## config.mk

```make
export PLATFORM = sky130hd
export DESIGN_NAME = regulator_voltage_monitor
export DESIGN_NICKNAME = d
export VERILOG_FILES = /design/src/logic/regmon_pkg.sv /design/src/logic/logic_tick_gen.sv /design/src/logic/debounce_timer.sv /design/src/logic/regulator_voltage_monitor.sv
export VERILOG_INCLUDE_DIRS = /design/src /design/src/logic
export SDC_FILE = /design/constraint.sdc
export NUM_CORES = 1
export LEC_CHECK = 0
export ABC_AREA = 1
export BUFFER_PORTS_ARGS = -buffer_cell sky130_fd_sc_hd__buf_2
export CORE_MARGIN = 2
export CORE_UTILIZATION = 30
export CTS_CLUSTER_DIAMETER = 150
export DETAILED_ROUTE_END_ITERATION = 8
export GPL_TIMING_DRIVEN = 0
export PLACE_DENSITY_LB_ADDON = 0.3
export SLEW_MARGIN = 40
export SYNTH_ARGS = -nofsm -noshare
export SYNTH_HDL_FRONTEND = slang
export SYNTH_SLANG_ARGS = --single-unit
```

## constraint.sdc

```tcl
create_clock -name i_core_clk -period 11.2 [get_ports i_core_clk]
set_input_delay 3.36 -clock i_core_clk [delete_from_list [all_inputs] [get_ports i_core_clk]]
set_output_delay 3.36 -clock i_core_clk [all_outputs]
set_load 0.005 [all_outputs]
```

## src/logic/regmon_map.svh

```systemverilog
// constants of the regulator voltage monitor: offsets, fields, reset values, timing
`ifndef REGMON_MAP_SVH
`define REGMON_MAP_SVH

`define NUM_CH 4
`define CORE_CLK_HZ 40000000
`define LOGIC_CLK_HZ 100000
`define TICK_DIV (`CORE_CLK_HZ / `LOGIC_CLK_HZ)
`define US_TO_TICKS(u) (((u) * `LOGIC_CLK_HZ + 999999) / 1000000)

`define UNDERVOLT_DEBOUNCE_SELECT_00_US 5
`define UNDERVOLT_DEBOUNCE_SELECT_01_US 15
`define UNDERVOLT_DEBOUNCE_SELECT_10_US 30
`define UNDERVOLT_DEBOUNCE_SELECT_11_US 40
`define OVERVOLT_DEBOUNCE_SELECT_00_US 30
`define OVERVOLT_DEBOUNCE_SELECT_01_US 50
`define OVERVOLT_DEBOUNCE_SELECT_10_US 80
`define OVERVOLT_DEBOUNCE_SELECT_11_US 125

`define OFS_CTRL 8'h00
`define OFS_MON_EN 8'h04
`define OFS_THRESH 8'h08
`define OFS_STATUS 8'h0c
`define OFS_EVENT 8'h10
`define OFS_MASK 8'h14
`define OFS_KEY 8'h18

`define CTRL_UVDB_LSB 0
`define CTRL_OVDB_LSB 2
`define CTRL_SECURE_BIT 4
`define THRESH_OV_LSB 8
`define STATUS_OV_LSB 4
`define STATUS_BLANK_LSB 8

`define UNDERVOLT_DEBOUNCE_SELECT_RESET 2'h2
`define OVERVOLT_DEBOUNCE_SELECT_RESET 2'h0
`define MON_EN_RESET 4'hf
`define SECURE_KEY 32'h0000a5c3

`endif

```

## src/logic/regmon_pkg.sv

```systemverilog
// types shared by the regulator voltage monitor modules
package regmon_pkg;
   typedef struct packed {
      logic [7:0] paddr;
      logic psel;
      logic penable;
      logic pwrite;
      logic [31:0] pwdata;
   } apb_req_s;

   typedef struct packed {
      logic [31:0] prdata;
      logic pready;
      logic pslverr;
   } apb_rsp_s;

   typedef struct packed {
      logic [8:0] div;
      logic tick;
   } tick_state_s;

   typedef struct packed {
      logic [3:0] count;
      logic status;
   } deb_state_s;

   typedef struct packed {
      apb_rsp_s rsp;
      logic [1:0] undervolt_debounce_select;
      logic [1:0] overvolt_debounce_select;
      logic secure_en;
      logic key_armed;
      logic [3:0] mon_en;
      logic [7:0] uv_th;
      logic [7:0] ov_th;
      logic defaults_loaded;
      logic [3:0] uv_s1;
      logic [3:0] uv_s2;
      logic [3:0] ov_s1;
      logic [3:0] ov_s2;
      logic [3:0] ren_s1;
      logic [3:0] ren_s2;
      logic [3:0] inreg_s1;
      logic [3:0] inreg_s2;
      logic [3:0] blank;
      logic [3:0] uv_prev;
      logic [3:0] ov_prev;
      logic [7:0] event_flags;
      logic [7:0] mask;
      logic irq;
      logic [3:0] mon_active;
   } top_state_s;
endpackage

```

## src/logic/logic_tick_gen.sv

```systemverilog
// 100 kHz logic tick enable derived from the core clock
`timescale 1ns/1ps
`include "regmon_map.svh"
module logic_tick_gen (
   // clock and reset
   input wire logic i_core_clk,
   input wire logic i_reset,
   // tick
   output logic o_tick
);
   import regmon_pkg::*;
   localparam logic [8:0] DIV_LAST = 9'(`TICK_DIV - 1);
   tick_state_s s_r;
   tick_state_s s_nxt;

   always_comb begin
      s_nxt = s_r;
      s_nxt.tick = 1'b0;
      if (s_r.div == DIV_LAST) begin
         s_nxt.div = '0;
         s_nxt.tick = 1'b1;
      end else begin
         s_nxt.div = s_r.div + 9'h001;
      end
   end

   always_ff @(posedge i_core_clk or posedge i_reset) begin
      if (i_reset) begin
         s_r <= '0;
      end else begin
         s_r <= s_nxt;
      end
   end

   assign o_tick = s_r.tick;
endmodule

```

## src/logic/debounce_timer.sv

```systemverilog
// debounce of one raw comparator output, counted in logic ticks
`timescale 1ns/1ps
module debounce_timer (
   // clock and reset
   input wire logic i_core_clk,
   input wire logic i_reset,
   // timing
   input wire logic i_tick,
   input wire logic [3:0] i_limit,
   // comparator and gating
   input wire logic i_raw,
   input wire logic i_active,
   // result
   output logic o_status
);
   import regmon_pkg::*;
   deb_state_s s_r;
   deb_state_s s_nxt;

   always_comb begin
      s_nxt = s_r;
      if (!i_active) begin
         s_nxt = '0;
      end else if (!i_raw) begin
         s_nxt = '0;
      end else if (i_tick && !s_r.status) begin
         // tick phase is free running, so the first count may come early by up to one tick
         s_nxt.count = s_r.count + 4'h1;
         if (s_r.count + 4'h1 >= i_limit) begin
            s_nxt.status = 1'b1;
         end
      end
   end

   always_ff @(posedge i_core_clk or posedge i_reset) begin
      if (i_reset) begin
         s_r <= '0;
      end else begin
         s_r <= s_nxt;
      end
   end

   assign o_status = s_r.status;
endmodule

```

## src/logic/regulator_voltage_monitor.sv

```systemverilog
// regulator voltage monitor: apb registers, comparator interface, debounce and events
//
// Local design decisions: the APB slave port and the address map.
`timescale 1ns/1ps
`include "regmon_map.svh"
module regulator_voltage_monitor (
   // clock and reset
   input wire logic i_core_clk,
   input wire logic i_reset,
   // apb slave
   input wire regmon_pkg::apb_req_s i_apb,
   output regmon_pkg::apb_rsp_s o_apb,
   // threshold defaults from configuration memory
   input wire logic [1:0] i_buck_undervolt_threshold_default,
   input wire logic [1:0] i_linear_undervolt_threshold_default,
   input wire logic [1:0] i_buck_overvolt_threshold_default,
   input wire logic [1:0] i_linear_overvolt_threshold_default,
   // regulator state, ch0 buck_one, ch1 buck_two, ch2 buck_three, ch3 linear_regulator_one
   input wire logic [3:0] i_regulator_on,
   input wire logic [3:0] i_in_regulation,
   // analog comparators
   input wire logic [3:0] i_uv_raw,
   input wire logic [3:0] i_ov_raw,
   output logic [7:0] o_uv_threshold_code,
   output logic [7:0] o_ov_threshold_code,
   output logic [3:0] o_monitor_active,
   // status and interrupt
   output logic [3:0] o_undervolt_status,
   output logic [3:0] o_overvolt_status,
   output logic o_irq
);
   import regmon_pkg::*;

   top_state_s s_r;
   top_state_s s_nxt;
   logic tick;
   logic [3:0] uv_stat;
   logic [3:0] ov_stat;
   logic [3:0] uv_limit;
   logic [3:0] ov_limit;

   function automatic logic [3:0] uv_ticks(input logic [1:0] sel);
      logic [3:0] t;
      t = 4'(`US_TO_TICKS(`UNDERVOLT_DEBOUNCE_SELECT_11_US));
      case (sel)
         2'h0: t = 4'(`US_TO_TICKS(`UNDERVOLT_DEBOUNCE_SELECT_00_US));
         2'h1: t = 4'(`US_TO_TICKS(`UNDERVOLT_DEBOUNCE_SELECT_01_US));
         2'h2: t = 4'(`US_TO_TICKS(`UNDERVOLT_DEBOUNCE_SELECT_10_US));
         default: t = 4'(`US_TO_TICKS(`UNDERVOLT_DEBOUNCE_SELECT_11_US));
      endcase
      return t;
   endfunction

   function automatic logic [3:0] ov_ticks(input logic [1:0] sel);
      logic [3:0] t;
      t = 4'(`US_TO_TICKS(`OVERVOLT_DEBOUNCE_SELECT_11_US));
      case (sel)
         2'h0: t = 4'(`US_TO_TICKS(`OVERVOLT_DEBOUNCE_SELECT_00_US));
         2'h1: t = 4'(`US_TO_TICKS(`OVERVOLT_DEBOUNCE_SELECT_01_US));
         2'h2: t = 4'(`US_TO_TICKS(`OVERVOLT_DEBOUNCE_SELECT_10_US));
         default: t = 4'(`US_TO_TICKS(`OVERVOLT_DEBOUNCE_SELECT_11_US));
      endcase
      return t;
   endfunction

   assign uv_limit = uv_ticks(s_r.undervolt_debounce_select);
   assign ov_limit = ov_ticks(s_r.overvolt_debounce_select);

   logic_tick_gen u_tick (
      .i_core_clk(i_core_clk),
      .i_reset(i_reset),
      .o_tick(tick)
   );

   // one uv and one ov debouncer per supervised channel
   genvar ch;
   generate
      for (ch = 0; ch < `NUM_CH; ch++) begin : g_ch
         debounce_timer u_uv (
            .i_core_clk(i_core_clk),
            .i_reset(i_reset),
            .i_tick(tick),
            .i_limit(uv_limit),
            .i_raw(s_r.uv_s2[ch]),
            .i_active(s_r.mon_active[ch]),
            .o_status(uv_stat[ch])
         );
         debounce_timer u_ov (
            .i_core_clk(i_core_clk),
            .i_reset(i_reset),
            .i_tick(tick),
            .i_limit(ov_limit),
            .i_raw(s_r.ov_s2[ch]),
            .i_active(s_r.mon_active[ch]),
            .o_status(ov_stat[ch])
         );
      end
   endgenerate

   always_comb begin
      logic access;
      logic done;
      logic wr;
      logic rd;
      logic [7:0] rise;
      logic [7:0] clr;
      logic [31:0] rdata;
      logic hit;
      access = i_apb.psel && i_apb.penable;
      done = access && s_r.rsp.pready;
      wr = done && i_apb.pwrite;
      rd = done && !i_apb.pwrite;
      rise = '0;
      clr = '0;
      rdata = '0;
      hit = 1'b1;
      s_nxt = s_r;

      // two-flop synchronisers for analog and regulator inputs
      s_nxt.uv_s1 = i_uv_raw;
      s_nxt.uv_s2 = s_r.uv_s1;
      s_nxt.ov_s1 = i_ov_raw;
      s_nxt.ov_s2 = s_r.ov_s1;
      s_nxt.ren_s1 = i_regulator_on;
      s_nxt.ren_s2 = s_r.ren_s1;
      s_nxt.inreg_s1 = i_in_regulation;
      s_nxt.inreg_s2 = s_r.inreg_s1;

      // thresholds load once after reset release, so straps are never read under reset
      if (!s_r.defaults_loaded) begin
         s_nxt.defaults_loaded = 1'b1;
         s_nxt.uv_th = {i_linear_undervolt_threshold_default,
                        {3{i_buck_undervolt_threshold_default}}};
         s_nxt.ov_th = {i_linear_overvolt_threshold_default,
                        {3{i_buck_overvolt_threshold_default}}};
      end

      // a regulator that is off, or just switched on, stays blanked until in regulation
      s_nxt.blank = ~s_r.ren_s2 | (s_r.blank & ~s_r.inreg_s2);
      s_nxt.mon_active = s_r.mon_en & s_r.ren_s2 & ~s_r.blank;

      // register decode and read data
      case (i_apb.paddr)
         `OFS_CTRL: begin
            rdata[`CTRL_UVDB_LSB +: 2] = s_r.undervolt_debounce_select;
            rdata[`CTRL_OVDB_LSB +: 2] = s_r.overvolt_debounce_select;
            rdata[`CTRL_SECURE_BIT] = s_r.secure_en;
         end
         `OFS_MON_EN: rdata[3:0] = s_r.mon_en;
         `OFS_THRESH: begin
            rdata[7:0] = s_r.uv_th;
            rdata[`THRESH_OV_LSB +: 8] = s_r.ov_th;
         end
         `OFS_STATUS: begin
            rdata[3:0] = uv_stat;
            rdata[`STATUS_OV_LSB +: 4] = ov_stat;
            rdata[`STATUS_BLANK_LSB +: 4] = s_r.blank;
         end
         `OFS_EVENT: rdata[7:0] = s_r.event_flags;
         `OFS_MASK: rdata[7:0] = s_r.mask;
         `OFS_KEY: rdata = '0;
         default: hit = 1'b0;
      endcase

      // one wait state: pready rises in the second access cycle
      s_nxt.rsp.pready = access && !s_r.rsp.pready;
      if (access && !s_r.rsp.pready) begin
         s_nxt.rsp.prdata = i_apb.pwrite ? 32'h00000000 : rdata;
         s_nxt.rsp.pslverr = !hit;
      end else begin
         s_nxt.rsp.prdata = '0;
         s_nxt.rsp.pslverr = 1'b0;
      end

      // writes take effect on the completing edge only
      if (wr && hit) begin
         s_nxt.key_armed = 1'b0;
         case (i_apb.paddr)
            `OFS_CTRL: begin
               s_nxt.undervolt_debounce_select = i_apb.pwdata[`CTRL_UVDB_LSB +: 2];
               s_nxt.overvolt_debounce_select = i_apb.pwdata[`CTRL_OVDB_LSB +: 2];
               s_nxt.secure_en = i_apb.pwdata[`CTRL_SECURE_BIT];
            end
            `OFS_MON_EN: begin
               // protected: a plain write is dropped silently while protection is on
               if (!s_r.secure_en || s_r.key_armed) begin
                  s_nxt.mon_en = i_apb.pwdata[3:0];
               end
            end
            `OFS_THRESH: begin
               s_nxt.uv_th = i_apb.pwdata[7:0];
               s_nxt.ov_th = i_apb.pwdata[`THRESH_OV_LSB +: 8];
            end
            `OFS_MASK: s_nxt.mask = i_apb.pwdata[7:0];
            `OFS_KEY: s_nxt.key_armed = (i_apb.pwdata == `SECURE_KEY);
            default: s_nxt.key_armed = 1'b0;
         endcase
      end

      // events: rising debounced status, cleared by reading, a new event wins the clear
      s_nxt.uv_prev = uv_stat;
      s_nxt.ov_prev = ov_stat;
      rise = {ov_stat & ~s_r.ov_prev, uv_stat & ~s_r.uv_prev};
      if (rd && i_apb.paddr == `OFS_EVENT) begin
         clr = 8'hff;
      end
      s_nxt.event_flags = (s_r.event_flags & ~clr) | rise;
      s_nxt.irq = |(s_nxt.event_flags & s_r.mask);
   end

   always_ff @(posedge i_core_clk or posedge i_reset) begin
      if (i_reset) begin
         s_r <= '0;
         s_r.undervolt_debounce_select <= `UNDERVOLT_DEBOUNCE_SELECT_RESET;
         s_r.overvolt_debounce_select <= `OVERVOLT_DEBOUNCE_SELECT_RESET;
         s_r.mon_en <= `MON_EN_RESET;
         s_r.blank <= 4'hf;
      end else begin
         s_r <= s_nxt;
      end
   end

   assign o_apb = s_r.rsp;
   assign o_uv_threshold_code = s_r.uv_th;
   assign o_ov_threshold_code = s_r.ov_th;
   assign o_monitor_active = s_r.mon_active;
   assign o_undervolt_status = uv_stat;
   assign o_overvolt_status = ov_stat;
   assign o_irq = s_r.irq;
endmodule

```

# == Yosys cells after proc, flatten, opt, wreduce, memory -nomap -nowiden ==
# Cells that the tools add are included.
# totals
ff_bits,176
latch_bits,0
mem_bits_rw,0
mem_bits_ro,0
output_inout_bits,63
memories,0
# op_classes
addsub,9
multipliers,0
n_div,0
magnitude_cmp,8
n_eq_ne,28
shifts,0
mux,50
n_bitwise,15
n_reduce_logical,44
# ops
op,n
$mux 5,24
$mux 16,4
$ne 3x2->1 const B,16
$add 4x1->4 const B,8
$eq 32x16->1 const B,1
$eq 8x5->1 const B,3
$pmux 4 s6,1
$and 4x4->4,5
$not 4->4,5
$reduce_and 2->1,10
$mux 17,1
$and 8x8->8,2
$eq 8x4->1 const B,2
$ge 4x3->1,4
$ge 4x4->1,4
$logic_and 1x1->1,15
$logic_not 1->1,12
$mux 1,12
$pmux 3 s4,1
$pmux 4 s3,1
$add 9x1->9 const B,1
$eq 9x9->1 const B,1
$mux 9,1
$pmux 3 s3,1
other kinds (16),19

# == Logic depth before layout (Yosys ltp) ==
# depth
word_depth,10
mapped_depth,12
mapped_depth_nobuf,12

# == Cells and area by module ==
# A second synthesis with hierarchy kept.
# unflattened
hier_cells,1058
hier_area_um2,8745.9
# by_module_without_submodules
mod,n_inst,cells_per_inst,area_per_inst_um2
regulator_voltage_monitor,1,613,5227.5
debounce_timer,8,48,375.4
logic_tick_gen,1,61,515.5

# == Worst setup path after synthesis ==
# OpenSTA, ideal clock, no wires.
# synth_timing
path_kind,input port to flip-flop
from,input i_apb[36] (netlist name)
to,register s_r (netlist bit o_ov_threshold_code[7])
setup_time_ns,0.117
arrival_time_ns,4.312
required_ns,11.083
path_slack_ns,6.771
cell_stages,9
path_buffers,1
path_cell_list,nor2_4 > nand3_2 > nor2_4 > nor2_2 > nand3_2 > nand2_2 > buf_2 > nand2_1 > nand2_1
# synth_lines
element,line_no,text
"start, declared",regulator_voltage_monitor.sv:11,"input wire regmon_pkg::apb_req_s i_apb,"
"end signal, assigned",regulator_voltage_monitor.sv:219,s_r <= s_nxt;
"end, declared",regulator_voltage_monitor.sv:34,top_state_s s_r;

==> results.md <==
- Num ports: 132
- Worst r2r src: o_apb[1]$_DFF_PP0_
- DRT Wirelength: 20100 µm
- Yosys warning count: 0
- Hold Path Origin: s_nxt[59]$_DFF_PP0_
- CORE AREA: 26900 µm²
- Main combinational cell family by area after synthesis: simple AND/OR/NAND/NOR gates
- PostCTS Resize Cnt: 0
- Post-DP HPWL: 15100 µm
- Syn avg cell area: 8.63 µm²
- Post-synthesis adder-cell area fraction: 0.0610
- Startpoint Class: input port
- Reg2Reg Setup Slack: 9220 ps
- Multi-input gate area: 3330 µm²
- Skew final: 6.91 ps
- Status: finished, final reports clean
- Antenna violations before repair: 0
- Final setup TNS: 0 ps
- Final std cells w/o fill: 1455
- Synthesized area: 8200 µm²
- Clock slew at reported path FFs: 70 ps
- Cell Rows: 60
- Synth-to-Final Area Change: 21.0%
- Register Area: 4020 µm²
- GP Congestion: 0.852
- Compound-Gate Fraction of Synth Area: 0.0549
- Fin. max-slew vios: 0
- WS Path Type: in2reg
- ANT nets after route: 0
- Initial Util: 0.305
- Drt via density: 4.48
- Overall power: 1.28 mW
- Post-synthesis register bit count: 160
- Pwr/cell area: 129 nW/µm²
- Total CTS buffers: 17
- Mux contribution to synthesized area: 0
- CTS tree: built
- Critical path fanouts, max: 8
- Fraction of layout cells with a size suffix above 1: 0.241
- Detailed-route DRC error count: 0
- Sequential area share after synthesis: 0.489
- Die X-Extent: 169 µm
- Vias in the first global route: 6267
- WP data arrival: 4930 ps
- RSZ-0062 raised after global routing: no
- Congestion Overflow GR: 0
- Clock buffer depth: 2
- Global-route wire length before repair: 32300 µm
- PortBufs: 115
- Pre-CTS WS: 6200 ps
- Synth unique cells: 41
- Final setup violation count: 0
- Reg2reg end: o_irq$_DFF_PP0_
- Routed len/inst: 13.8 µm
- Total number of vias: 6519
- CTS Hold Bufs: 0
- F_max: 0.216 GHz
- TritonRoute pass-1 iters: 5
- Endpoints failing hold: 0
- Worst setup EP type: flop
- Final worst setup slack: 6560 ps
- Postcts setup bufs: 0
- R2R depth: 9
- Worst Hold Depth: 0
- Nets@finish: 1210
- Slew HR: 0.487
- Die height: 169 µm
- Gate Count Post-Synth: 950
- Synth Area in XOR/XNOR: 0.0203
- DP Cell Count: 1423
- Fillers: 2771
- Die area: 28700 µm²
- Hold WC Path Type: reg2reg
- Simple-gate share of the synthesized area: 0.262
- H-tree levels: 4
- Final design utilization: 0.369
- Global-route usage over all layers: 0.143
- CTS Sinks: 160
- DRT iter0 DRCs: 364
- Hold path endpoint: s_r[59]$_DFF_PP0_
- Antenna cells: 0
- Minimum clock period: 4640 ps
- Worst-skew pair later-pin latency: 420 ps
- Leakage Power: 5.25 nW
- Clk root buf: clkbuf_16
- Peak supply drop: 97.1 µV
- Critical Path RT: 11490 ps
- Period utilization: 0.414
- Worst-margin pin slew: 769 ps
- Number of max-cap violations: 0
- Pin count of the biggest net entering global routing: 70
-- worst max-delay path, cell delays in order --
cell,delay [ps]
buf_2,90
nand3_1,250
nor2_1,180
nand3_1,360
nand2_1,190
nand2_1,110
nand2_1,70
nand2_1,50
nor2_1,160
nand2_1,110
-- cell type report --
type	count	area share
plain buffers	81	0.0587
clock buffers	20	0.0460
clock inverters	12	0.0147
inverters	89	0.0344
multi-input cells	635	0.335
flip-flops and latches	160	0.404
well taps	341	0.0430
repair buffers	117	0.0635
-- per-stage QoR --
step | hold slack (ps) | area, µm²
2_1_floorplan | 331 | 8260
3_3_place_gp | 334 | 9260
3_5_place_dp | 335 | 9320
4_1_cts | 350 | 9930
5_1_grt | 351 | 9930
6_report | 345 | 9930
-- logic make-up after synthesis --
logic type                 after synthesis
and+or+nand+nor                        476
buffers and inverters                  170
DFF                                    160
AOI/OAI and AO/OA                       83
adders and majority gates               40
xor gates and xnor gates                19
other                                    2
-- cells in the mapped netlist (all sizes together) --
library cell,n,area [µm²]
a21boi,1,7.51
a21oi,25,125
a31o,4,35.0
a31oi,1,6.26
and3,1,6.26
buf,74,557
clkbuf,7,26.3
conb,2,7.51
dfrtp,151,3780
dfstp,9,236
ha,40,500
inv,89,334
nand2,284,1070
nand3,78,453
nand3b,4,30.0
nand4,19,119
nor2,63,290
nor3,7,51.3
nor3b,2,15.0
nor4,9,56.3
o211ai,1,7.51
o21a,1,7.51
o21ai,44,220
o21bai,1,7.51
o22ai,3,18.8
o31ai,2,15.0
or2,9,56.3
xnor2,4,35.0
xor2,15,131
-- metal layers --
metal,wire length (µm),track usage,part of all wire,up-vias
met5,0,0,0,-
met4,231,0.0346,0.011,0
met3,740,0.0317,0.037,16
met2,9580,0.231,0.48,112
met1,9580,0.197,0.48,3109
li1,-,-,-,3282
-- sequential cells by signal, summed over array words and instances, names as in the netlist --
register,flops
g_ch.u_ov.o_status,4
g_ch.u_ov.s_r,16
g_ch.u_uv.o_status,4
g_ch.u_uv.s_r,16
o_apb,18
o_irq,1
o_monitor_active,4
o_ov_threshold_code,8
o_uv_threshold_code,8
s_nxt,16
s_r,55
u_tick.o_tick,1
u_tick.s_r,9
-- cells in the final DEF (no fill, tap or decap), types with 3 or more instances in the layout --
cell type   instances
a31o_2              4
inv_6               4
nor2_1             55
nor4_1              9
clkbuf_16          17
nor2_2              3
or2_2               9
a21oi_1            25
dfrtp_1           151
nand4_1            19
clkbuf_1            8
o21ai_0            41
nand3b_1            4
buf_4              62
conb_1             17
o22ai_1             3
buf_2             122
nand2_1           283
xnor2_1             4
nor2_4              4
nand3_4             3
dfstp_2             9
xor2_1             15
ha_1               40
nand3_2             5
o21ai_1             3
inv_2               5
clkinvlp_4          3
nand3_1            70
buf_6               5
inv_1              83
nor3_1              5
-- worst max path at each step --
| stage | startpoint | cells past startpoint | to | slack, ps |
|---|---|---|---|---|
| 6_report | i_apb[34] | 10 | o_irq$_DFF_PP0_ | 6560 |
| 5_1_grt | i_apb[34] | 10 | o_irq$_DFF_PP0_ | 6460 |
| 4_1_cts | o_monitor_active[0]$_DFF_PP0_ | 2 | o_monitor_active[0] | 6580 |
| 3_5_place_dp | i_apb[34] | 10 | o_irq$_DFF_PP0_ | 6200 |
| 3_3_place_gp | i_reset | 2 | g_ch[0].u_ov.o_status$_DFFE_PP0P_ | 1490 |
| 2_1_floorplan | i_reset | 1 | g_ch[0].u_ov.o_status$_DFFE_PP0P_ | 3530 |
-- report_power, final --
group | total (mW) | internal [mW] | switching [mW]
logic | 0.0806 | 0.0342 | 0.0464
clock network | 0.597 | 0.346 | 0.252
registers | 0.599 | 0.592 | 0.00787
total | 1.28 | 0.971 | 0.306
No activity file was read; power rests on OpenSTA's default activity.
